--- config.mk ---
export PLATFORM = sky130hd
export DESIGN_NAME = ucas_card_flat
export DESIGN_NICKNAME = d
export VERILOG_FILES = /design/src/logic/ucas_pkg.sv /design/src/logic/ucas_link_if.sv /design/src/logic/ucas_card.sv /design/src/flat_wrapper.sv
export VERILOG_INCLUDE_DIRS = /design/src /design/src/logic
export SDC_FILE = /design/constraint.sdc
export NUM_CORES = 1
export LEC_CHECK = 0
export ABC_AREA = 1
export BUFFER_PORTS_ARGS = -buffer_cell sky130_fd_sc_hd__buf_2
export CAP_MARGIN = 40
export CORE_ASPECT_RATIO = 1.25
export CORE_MARGIN = 2
export CORE_UTILIZATION = 48
export CTS_BUF_LIST = sky130_fd_sc_hd__clkbuf_16
export DETAILED_ROUTE_END_ITERATION = 7
export MAX_ROUTING_LAYER = met4
export PLACE_DENSITY_LB_ADDON = 0.2
export REMOVE_ABC_BUFFERS = 1
export SETUP_SLACK_MARGIN = 0.15
export SYNTH_ARGS = -nofsm -noshare
export SYNTH_HDL_FRONTEND = slang
export SYNTH_SLANG_ARGS = --single-unit
--- constraint.sdc ---
create_clock -name clk -period 4.15 [get_ports clk]
set_clock_uncertainty 0.2 [all_clocks]
set_input_delay 0.2075 -clock clk [delete_from_list [all_inputs] [get_ports clk]]
set_output_delay 0.2075 -clock clk [all_outputs]
set_load 0.05 [all_outputs]
--- src/logic/ucas_defs.svh ---
// Constants and summary of operation for the card link sequencing block
// Summary of operation
// - Reset, then address, power, configure in order
// - Host falls back to contact interface
// - Card returns same reset answer on power-on
// - Host ignores link-irrelevant reset answer fields
// - Card switches line resistors during traffic
// - Card suspends after 3 ms bus idle
// - Host suspends only when interfaces allow
// - Card wakes host by resume signalling
// - Extended wakeup resume lasts 10 to 15 ms
// - Host performs interface wakeup actions
// - Host honours card-reported resume minimums; the host uses a fixed RESUME_CYC, the card reports none
// - Host resume outlasts card wakeup signalling
// - Host may cut power while suspended
// - Both ends run full speed
// - Host drives bus reset after attach
`ifndef UCAS_DEFS_SVH
`define UCAS_DEFS_SVH
`define UCAS_CLK_NS          10
`define UCAS_IDLE_US         3000
`define UCAS_WAKE_MIN_US     10000
`define UCAS_WAKE_MAX_US     15000
`define UCAS_IDLE_CYC        ((`UCAS_IDLE_US * 1000) / `UCAS_CLK_NS)
`define UCAS_WAKE_CYC        (((`UCAS_WAKE_MIN_US + `UCAS_WAKE_MAX_US) / 2 * 1000) / `UCAS_CLK_NS)
`define UCAS_HOST_RES_CYC    (((`UCAS_WAKE_MAX_US + 5000) * 1000) / `UCAS_CLK_NS)
`define UCAS_RESET_CYC       1000
`define UCAS_ANSWER_LEN      8
`endif

--- src/logic/ucas_pkg.sv ---
// Types shared by both ends of the card link
package ucas_pkg;
    typedef enum logic [2:0] {
        ST_DETACHED,
        ST_RESET,
        ST_ADDRESS,
        ST_POWER,
        ST_CONFIG,
        ST_ACTIVE,
        ST_SUSPEND,
        ST_FALLBACK
    } ucas_stage_t;
endpackage

--- src/logic/ucas_link_if.sv ---
// Link signals between card and terminal ends
`timescale 1ns/1ns
interface ucas_link_if;
    logic       attach;
    logic       busReset;
    logic       busActivity;
    logic       addrAssign;
    logic       powerNeg;
    logic       configOk;
    logic       configFail;
    logic       powerOnReq;
    logic       answerValid;
    logic [7:0] answerByte;
    logic       answerLast;
    logic       cardResume;
    logic       hostResume;
    logic       wakeEnable;
    logic       fullSpeed;
    logic       cardPower;
    modport card (
        input  busReset, busActivity, addrAssign, powerNeg, configOk, configFail,
               powerOnReq, hostResume, wakeEnable, cardPower,
        output attach, answerValid, answerByte, answerLast, cardResume, fullSpeed
    );
    modport host (
        output busReset, busActivity, addrAssign, powerNeg, configOk, configFail,
               powerOnReq, hostResume, wakeEnable, cardPower,
        input  attach, answerValid, answerByte, answerLast, cardResume, fullSpeed
    );
endinterface

--- src/logic/ucas_card.sv ---
// Card end: activation, reset answer, suspend and remote wakeup
`timescale 1ns/1ns
`include "ucas_defs.svh"
module ucas_card #(
    parameter int IDLE_CYC = `UCAS_IDLE_CYC,
    parameter int WAKE_CYC = `UCAS_WAKE_CYC,
    // Arbitrary default answer
    parameter logic [`UCAS_ANSWER_LEN*8-1:0] RESET_ANSWER = 64'h0123_4567_89AB_CDEF
) (
    input  wire logic         clk,
    input  wire logic         reset_n,
    ucas_link_if.card         link,
    input  wire logic         wakeRequest,
    input  wire logic         extWake,
    output logic              suspended,
    output logic              configured,
    output logic              pullEnable,
    output logic              dataPlusContact,
    output logic              dataMinusContact
);
    ucas_pkg::ucas_stage_t stage_q;
    logic [31:0] idleCnt_q;
    logic [31:0] wakeCnt_q;
    logic [3:0]  ansIdx_q;
    logic        ansBusy_q;
    logic        resume_q;
    logic [1:0]  wakeSync_q;

    // Card-side request pin from outside the clock domain
    always_ff @(posedge clk or negedge reset_n) begin
        if (!reset_n) begin
            wakeSync_q <= 2'h0;
        end else begin
            wakeSync_q <= {wakeSync_q[0], wakeRequest};
        end
    end

    always_ff @(posedge clk or negedge reset_n) begin
        if (!reset_n) begin
            stage_q <= ucas_pkg::ST_DETACHED;
        end else if (!link.cardPower) begin
            // Legacy interface kept across the fallback power cycle
            stage_q <= (stage_q == ucas_pkg::ST_FALLBACK) ? ucas_pkg::ST_FALLBACK
                                                          : ucas_pkg::ST_DETACHED;
        end else if (link.busReset) begin
            stage_q <= ucas_pkg::ST_RESET;
        end else begin
            case (stage_q)
                ucas_pkg::ST_DETACHED: stage_q <= ucas_pkg::ST_DETACHED;
                ucas_pkg::ST_RESET: begin
                    if (link.addrAssign) begin
                        stage_q <= ucas_pkg::ST_ADDRESS;
                    end
                end
                ucas_pkg::ST_ADDRESS: begin
                    if (link.powerNeg) begin
                        stage_q <= ucas_pkg::ST_POWER;
                    end
                end
                ucas_pkg::ST_POWER: begin
                    if (link.configOk) begin
                        stage_q <= ucas_pkg::ST_ACTIVE;
                    end else if (link.configFail) begin
                        stage_q <= ucas_pkg::ST_FALLBACK;
                    end
                end
                ucas_pkg::ST_ACTIVE: begin
                    if (idleCnt_q == 32'(IDLE_CYC - 1)) begin
                        stage_q <= ucas_pkg::ST_SUSPEND;
                    end
                end
                ucas_pkg::ST_SUSPEND: begin
                    if (link.busActivity || link.hostResume) begin
                        stage_q <= ucas_pkg::ST_ACTIVE;
                    end else if (resume_q && wakeCnt_q == 32'(WAKE_CYC - 1)) begin
                        stage_q <= ucas_pkg::ST_ACTIVE;
                    end
                end
                default: stage_q <= stage_q;
            endcase
        end
    end

    // Idle timer; any activity restarts it
    always_ff @(posedge clk or negedge reset_n) begin
        if (!reset_n) begin
            idleCnt_q <= 32'h0000_0000;
        end else if (stage_q != ucas_pkg::ST_ACTIVE || link.busActivity || link.hostResume) begin
            idleCnt_q <= 32'h0000_0000;
        end else begin
            idleCnt_q <= idleCnt_q + 32'h0000_0001;
        end
    end

    // Remote wakeup, only when enabled and suspended
    // Once begun it runs full length, even if the host answers early
    always_ff @(posedge clk or negedge reset_n) begin
        if (!reset_n) begin
            resume_q  <= 1'b0;
            wakeCnt_q <= 32'h0000_0000;
        end else if (resume_q) begin
            resume_q  <= wakeCnt_q != 32'(WAKE_CYC - 1);
            wakeCnt_q <= wakeCnt_q + 32'h0000_0001;
        end else begin
            resume_q  <= stage_q == ucas_pkg::ST_SUSPEND && !link.busActivity
                         && !link.hostResume && link.wakeEnable && wakeSync_q[1];
            wakeCnt_q <= 32'h0000_0000;
        end
    end

    // Same reset answer as the contact interface
    always_ff @(posedge clk or negedge reset_n) begin
        if (!reset_n) begin
            ansBusy_q <= 1'b0;
            ansIdx_q  <= 4'h0;
        end else if (!ansBusy_q) begin
            ansBusy_q <= link.powerOnReq && stage_q == ucas_pkg::ST_ACTIVE;
            ansIdx_q  <= 4'h0;
        end else if (ansIdx_q == 4'(`UCAS_ANSWER_LEN - 1)) begin
            ansBusy_q <= 1'b0;
        end else begin
            ansIdx_q <= ansIdx_q + 4'h1;
        end
    end

    always_ff @(posedge clk or negedge reset_n) begin
        if (!reset_n) begin
            link.answerValid <= 1'b0;
            link.answerByte  <= 8'h00;
            link.answerLast  <= 1'b0;
            link.attach      <= 1'b0;
            link.cardResume  <= 1'b0;
            link.fullSpeed   <= 1'b0;
            suspended        <= 1'b0;
            configured       <= 1'b0;
            pullEnable       <= 1'b0;
            dataPlusContact  <= 1'b0;
            dataMinusContact <= 1'b0;
        end else begin
            link.answerValid <= ansBusy_q;
            link.answerByte  <= ansBusy_q ? RESET_ANSWER[(`UCAS_ANSWER_LEN - 1 - ansIdx_q) * 8 +: 8]
                                          : 8'h00;
            link.answerLast  <= ansBusy_q && ansIdx_q == 4'(`UCAS_ANSWER_LEN - 1);
            link.attach      <= link.cardPower && stage_q != ucas_pkg::ST_FALLBACK;
            // Length sits inside the extended window, so the strap needs no effect
            link.cardResume  <= resume_q;
            link.fullSpeed   <= link.cardPower;
            suspended        <= stage_q == ucas_pkg::ST_SUSPEND;
            configured       <= stage_q == ucas_pkg::ST_ACTIVE;
            // Pull resistor only while traffic is signalled, saving power
            pullEnable       <= link.cardPower && (link.busActivity || resume_q);
            // Idle level while attached, inverted levels while resuming
            dataPlusContact  <= link.cardPower && stage_q != ucas_pkg::ST_FALLBACK
                                && !resume_q;
            dataMinusContact <= resume_q;
        end
    end
endmodule

--- src/flat_wrapper.sv ---
// flat-port wrapper written by rule: the top's interface ports become plain ports
module ucas_card_flat 
#(
    parameter int IDLE_CYC = `UCAS_IDLE_CYC,
    parameter int WAKE_CYC = `UCAS_WAKE_CYC,
                               
    parameter logic [`UCAS_ANSWER_LEN*8-1:0] RESET_ANSWER = 64'h0123_4567_89AB_CDEF
)
  (clk, reset_n, wakeRequest, extWake, suspended, configured, pullEnable, dataPlusContact, dataMinusContact, link_busReset, link_busActivity, link_addrAssign, link_powerNeg, link_configOk, link_configFail, link_powerOnReq, link_hostResume, link_wakeEnable, link_cardPower, link_attach, link_answerValid, link_answerByte, link_answerLast, link_cardResume, link_fullSpeed);
  ucas_link_if link_i ();
  input  wire logic clk;
  input  wire logic reset_n;
  input  wire logic wakeRequest;
  input  wire logic extWake;
  output logic suspended;
  output logic configured;
  output logic pullEnable;
  output logic dataPlusContact;
  output logic dataMinusContact;
  input wire logic [$bits(link_i.busReset)-1:0] link_busReset;
  input wire logic [$bits(link_i.busActivity)-1:0] link_busActivity;
  input wire logic [$bits(link_i.addrAssign)-1:0] link_addrAssign;
  input wire logic [$bits(link_i.powerNeg)-1:0] link_powerNeg;
  input wire logic [$bits(link_i.configOk)-1:0] link_configOk;
  input wire logic [$bits(link_i.configFail)-1:0] link_configFail;
  input wire logic [$bits(link_i.powerOnReq)-1:0] link_powerOnReq;
  input wire logic [$bits(link_i.hostResume)-1:0] link_hostResume;
  input wire logic [$bits(link_i.wakeEnable)-1:0] link_wakeEnable;
  input wire logic [$bits(link_i.cardPower)-1:0] link_cardPower;
  output wire logic [$bits(link_i.attach)-1:0] link_attach;
  output wire logic [$bits(link_i.answerValid)-1:0] link_answerValid;
  output wire logic [$bits(link_i.answerByte)-1:0] link_answerByte;
  output wire logic [$bits(link_i.answerLast)-1:0] link_answerLast;
  output wire logic [$bits(link_i.cardResume)-1:0] link_cardResume;
  output wire logic [$bits(link_i.fullSpeed)-1:0] link_fullSpeed;
  assign link_i.busReset = link_busReset;
  assign link_i.busActivity = link_busActivity;
  assign link_i.addrAssign = link_addrAssign;
  assign link_i.powerNeg = link_powerNeg;
  assign link_i.configOk = link_configOk;
  assign link_i.configFail = link_configFail;
  assign link_i.powerOnReq = link_powerOnReq;
  assign link_i.hostResume = link_hostResume;
  assign link_i.wakeEnable = link_wakeEnable;
  assign link_i.cardPower = link_cardPower;
  assign link_attach = link_i.attach;
  assign link_answerValid = link_i.answerValid;
  assign link_answerByte = link_i.answerByte;
  assign link_answerLast = link_i.answerLast;
  assign link_cardResume = link_i.cardResume;
  assign link_fullSpeed = link_i.fullSpeed;
  ucas_card #(.IDLE_CYC(IDLE_CYC), .WAKE_CYC(WAKE_CYC), .RESET_ANSWER(RESET_ANSWER)) u_core (.clk(clk), .reset_n(reset_n), .link(link_i), .wakeRequest(wakeRequest), .extWake(extWake), .suspended(suspended), .configured(configured), .pullEnable(pullEnable), .dataPlusContact(dataPlusContact), .dataMinusContact(dataMinusContact));
endmodule
==> metrics, run 1 <==
Total Routing Usage GR=0.225; Crit Path Category=flip-flop to flip-flop; Core ar.=0.00995 mm²; Vias/cell=5.22; R2R cell count=10; multi-input logic area=0.00225 mm²; max-cap violation count=0; initial antenna violation count=0; arrival time of the worst setup path=2.42 ns; reg-to-reg startpoint=u_core.resume_q; hold-fix buffer count after cts=7; EDFF count, synth=0; H-tree depth=3; # setup viols final=0; Slew Limit Fails=0; diodes inserted=0; Wirelength per Cell=14.1 µm; Cell Rows=41; WP buf/inv=1; cell chain of the critical path=inv_2 > nor2_1 > nand3_1 > nor2_1 > nand3_1 > nand2_1 > nand3_2 > nand2_1 > nand2_1 > nand2_1; Hold Fails Final Rpt=0; crit end category=flip-flop; minimum clock period=2.34 ns; number of cells on the worst hold path=6; Worst VDD drop=0.304 mV; R2R Path End=u_core.stage_q[1]; syn avg cell area=7.73 µm²; largest net degree at the start of global routing=68; crit-path max FO=20; clock buffer depth=2; sequential cell area=0.00220 mm²; CTS tree=yes; post-place instance area=0.00509 mm²; DRT Pass-1 Iters=5; Post-Place Setup Slack=1.83 ns; top-count cell post-synth=nand2_1; global placement routability congestion=0.981; Layout Nets=681; first-pass GRT wire length=18700 µm; sequential-to-total area share from yosys stat=0.455; asr flop ratio synth=1.00; area growth from synthesis to final layout=13.0%; Detail Route Antenna Nets=0; Cell Area, Synth=0.00484 mm²; RSZ-0062 raised after global routing=no; synth top area cells=dfrtp_1, nand2_1, nor2_1; Layout fillers=921; final core utilization=0.550; Final period util=0.564; Crit path max-delay family=simple AND/OR/NAND/NOR gates; Post-Synthesis Cells=626; clk sink count=88; Post-CTS Setup Inserts=0; clock latency on the worst-skew pair=0.34 ns; Worst-Margin Slew=0.830 ns; Lkg Pwr=0.00248 µW; Initial Utilization=0.486; outcome=completed; fin area=0.00547 mm²; Vias=4166; Worst Path Required=4.23 ns; I/O Buffers=29; Pwr Density=327 mW/mm²; Hold WC Path Type=input port to flip-flop; Seq cells post-synth=88; CP startpoint=u_core.resume_q; vias in the first global route=3978; Max-slew headroom=0.447; CP most frequent cell=nand2_1; full die area=0.0109 mm²; GR Overflow Total=0; Yosys warning count=0; synth cell count leaders=nand2_1, nor2_1, dfrtp_1, inv_1, nand3_1; Synth area leader=dfrtp_1; Clock transition at path regs=0.07 ns; Initial DRC Count=322; post-CTS sizing=0; Crit. path cell count=10; type of origin of the critical path=flip-flop; Top FF cell, synth=dfrtp_1; post-synth top area share=0.455; Worst path max stage delay=0.81 ns; Distinct cells, synth=37; TritonCTS buffer count=9; Die Ht=116 µm; clk root buf=clkbuf_16; layout cell share with drive strength beyond 1=0.138; HPWL after DPL=8300 µm; Die X=93.8 µm; setup TNS=0 ns; FMAX=427 MHz; I/O pin count=32; R2R Setup Slk=1.81 ns; Slowest-stage cell, CP=dfrtp_1; DRC Markers=0; final setup margin=1.81 ns; CP endpoint=u_core.stage_q[1]; Routed WL=11200 µm
## final cells by class
class	instances	share of cell area
multi-input combinational	443	0.412
sequential	88	0.403
inverter	85	0.0583
clock buffer	9	0.0412
timing repair buffer	37	0.0412
tap	129	0.0295
clock inverter	7	0.0153
## registers in the layout, indices dropped and copies added (netlist names), 2 cells and up
| register | count |
|---|---|
| u_core.ansIdx_q | 4 |
| u_core.idleCnt_q | 32 |
| u_core.link.answerByte | 4 |
| u_core.stage_q | 3 |
| u_core.wakeCnt_q | 32 |
| u_core.wakeSync_q | 2 |
## layer usage
layer,share of wire,GRT usage,routed length (µm),up-vias
met5,0,-,0,-
met4,0.037,0.107,414,0
met3,0.034,0.0374,383,37
met2,0.52,0.379,5790,90
met1,0.41,0.262,4630,1949
li1,-,-,-,2090
## where the power goes
| group | total [µW] | internal (µW) | switching (µW) |
|---|---|---|---|
| Clock | 839 | 479 | 360 |
| Combinational | 74.0 | 20.5 | 53.6 |
| Sequential | 874 | 866 | 7.10 |
| Total | 1790 | 1370 | 421 |
## cells by family after synthesis
group / after synthesis / synth area share
other cells: 1 / 0.000775
flops: 88 / 0.455
compound gates: 74 / 0.0822
fa+ha+maj: 3 / 0.00775
buf+inv: 95 / 0.0796
simple gates: 342 / 0.333
xor+xnor: 23 / 0.0416
## metrics by stage
step                power [µW]  hold WS [ns]  cells
CTS                       1810         0.114    798
detailed placement         961         0.119    775
global route              1860         0.123    798
global placement           959         0.118    775
finish                    1790         0.130    798
floorplan                  925        -0.288    616
## worst min path at each step
stage                    start                   end  slack (ns)
3_5_place_dp       wakeRequest  u_core.wakeSync_q[0]        0.12
3_3_place_gp       wakeRequest  u_core.wakeSync_q[0]        0.12
2_1_floorplan          reset_n      u_core.ansBusy_q       -0.29
5_1_grt        link_hostResume       u_core.resume_q        0.12
4_1_cts        link_hostResume       u_core.resume_q        0.11
6_report         link_configOk     u_core.stage_q[1]        0.13
## placed cells by master, fill, tap and decap left out, drive strengths merged, types with 2 or more instances in the layout
cell,n
nand2,132
nor2,119
inv,89
dfrtp,88
nand3,37
o21ai,33
nor3,32
buf,30
a21oi,27
xor2,23
nand4,13
clkbuf,9
a31oi,7
dlygate4sd3,7
nor4,4
o21a,3
ha,3
or2,2
nor3b,2
## tightest hold or removal path: cells and delay by family
family                 cells  cell delay [ns]
AO/OA/AOI/OAI              2             0.19
buffers and inverters      2             0.11
AND/OR/NAND/NOR            2             0.12
Power figures use the tool's default switching activity.
==> run 2, diff against run 1 <==
clock period = 1.95 ns   (was 4.15 ns; I/O delays follow)
==> run 2 against run 1 <==
Net effect:
- wire length is 1.9% higher
- hold slack worse by 0.12 ns
- power is 110% higher
- highest routed layer unchanged
==> metrics, run 2 (synthesized netlist as in run 1, its figures left out) <==
Total Routing Usage GR=0.226 (was 0.225); Initial DRC Count=200 (was 322); reg-to-reg startpoint=u_core.wakeCnt_q[0] (was u_core.resume_q); Wirelength per Cell=14.0 µm (was 14.1 µm); arrival time of the worst setup path=1.82 ns (was 2.42 ns); Lkg Pwr=0.00265 µW (was 0.00248 µW); Die Ht=116 µm (unchanged); vias in the first global route=4085 (was 3978); Hold Fails Final Rpt=0 (unchanged); initial antenna violation count=0 (unchanged); largest registers=u_core.idleCnt_q x32, u_core.wakeCnt_q x32 (unchanged); filler-free cell count of the finished design=818 (was 798); minimum clock period=1.79 ns (was 2.34 ns); number of cells on the worst hold path=5 (was 6); clock latency on the worst-skew pair=0.34 ns (about the same); Pwr Density=656 mW/mm² (was 327 mW/mm²); crit end category=flip-flop (unchanged); TritonCTS buffer count=9 (unchanged); diodes inserted=0 (unchanged); Vias/cell=5.16 (was 5.22); CTS tree=yes (unchanged); full die area=0.0109 mm² (unchanged); Cell Rows=41 (unchanged); Layout Nets=701 (was 681); most frequent cells in the layout=nand2_1, nor2_1, dfrtp_1 (unchanged); Die X=93.8 µm (unchanged); DRT Pass-1 Iters=5 (unchanged); H-tree depth=3 (unchanged); Slew Limit Fails=0 (unchanged); setup TNS=0 ns (unchanged); post-place instance area=0.00516 mm² (was 0.00509 mm²); commonest non-fill, non-tap cell in the layout=nand2_1 (unchanged); Detail Route Antenna Nets=0 (unchanged); max-cap violation count=0 (unchanged); layout cell share with drive strength beyond 1=0.206 (was 0.138); clk sink count=88 (unchanged); I/O pin count=32 (unchanged); Worst VDD drop=0.501 mV (was 0.304 mV); Clock transition at path regs=0.07 ns (about the same); global placement routability congestion=0.896 (was 0.981); RSZ-0062 raised after global routing=yes (was no); R2R Setup Slk=0.16 ns (was 1.81 ns); largest net degree at the start of global routing=37 (was 68); Worst Path Required=1.98 ns (was 4.23 ns); Final period util=0.919 (was 0.564); R2R cell count=10 (unchanged); crit-path max FO=5 (was 20); Layout fillers=910 (was 921); Hold WC Path Type=input port to flip-flop (unchanged); fin area=0.00578 mm² (was 0.00547 mm²); I/O Buffers=29 (unchanged); HPWL after DPL=8260 µm (was 8300 µm); outcome=completed (unchanged); clock buffer depth=2 (unchanged); Routed WL=11400 µm (was 11200 µm); R2R Path End=u_core.wakeCnt_q[26] (was u_core.stage_q[1]); Core ar.=0.00995 mm² (unchanged); clk root buf=clkbuf_16 (unchanged); # setup viols final=0 (unchanged); Initial Utilization=0.486 (unchanged); type of origin of the critical path=flip-flop (unchanged); Vias=4218 (was 4166); first-pass GRT wire length=18800 µm (was 18700 µm); Crit Path Category=flip-flop to flip-flop (unchanged); hold endpoint=u_core.resume_q (was u_core.stage_q[1]); DRC Markers=0 (unchanged); FMAX=558 MHz (was 427 MHz); GR Overflow Total=0 (unchanged); area growth from synthesis to final layout=19.4% (was 13.0%); post-placement cell count=782 (was 775); Worst Hold Launch=link_hostResume (was link_configOk)
-- run 2: metal layers --
metal / up-vias / global-route usage / wire length, µm
met5: - / - / 0
met4: 0 / 0.139 / 503
met3: 34 / 0.0265 / 323
met2: 76 / 0.376 / 5850
met1: 1982 / 0.261 / 4750
li1: 2126 / - / -
-- run 2: metrics by stage --
| step | util | setup WS, ns | hold slack (ns) | power, µW |
|---|---|---|---|---|
| after detailed placement | 0.518 | 0.104 | -0.146 | 2050 |
| after floorplan | - | 0.231 | -0.398 | 1970 |
| after global routing | 0.581 | 0.0529 | 0.0548 | 3910 |
| after CTS | 0.559 | 0.120 | 0.00103 | 3820 |
| final | 0.581 | 0.158 | 0.0140 | 3790 |
| after global placement | 0.518 | 0.160 | -0.151 | 2050 |
-- run 2: worst max path at each step --
stage	startpoint	to	slack, ns	depth (start not counted)
after floorplan	u_core.resume_q	u_core.stage_q[2]	0.23	10
after global placement	u_core.idleCnt_q[1]	u_core.idleCnt_q[20]	0.16	8
after detailed placement	u_core.wakeCnt_q[0]	u_core.stage_q[2]	0.10	11
after CTS	u_core.wakeCnt_q[0]	u_core.stage_q[2]	0.12	11
after global routing	u_core.wakeCnt_q[0]	u_core.wakeCnt_q[30]	0.05	8
final	u_core.wakeCnt_q[0]	u_core.wakeCnt_q[26]	0.16	10
-- run 2: cell type report --
type	instances	area, µm²	area share
Clock buffer	9	225	0.0390
Clock inverter	7	77.6	0.0134
Inverter	85	319	0.0552
Multi-Input combinational cell	443	2400	0.416
Sequential cell	88	2200	0.382
Tap cell	129	161	0.0279
Timing Repair Buffer	57	388	0.0671
-- run 2: repair_timing --
action                                 4_1_cts  5_1_grt
gates cloned                                 0        0
pin swaps                                    3       16
setup buffers                                2       11
endpoints found under the hold margin       98        0
resized for setup                            5       34
hold buffers                                 7        0
setup endpoints to repair                    4       31
-- run 2: power breakdown --
part           internal (µW)  switching, µW
Sequential              1840           14.0
Clock                   1010            754
Combinational           49.8            120
-- run 2: worst max-delay path, cell delays in order, from the launching register on --
cell and delay, ns:
dfrtp_1 0.37, ha_2 0.19, nand2_2 0.08, nor2_4 0.17, nand2_4 0.10, nor2_8 0.14, nand2_4 0.09, nor3_4 0.16
nand2_1 0.08, nand2_1 0.06, nor2_1 0.04
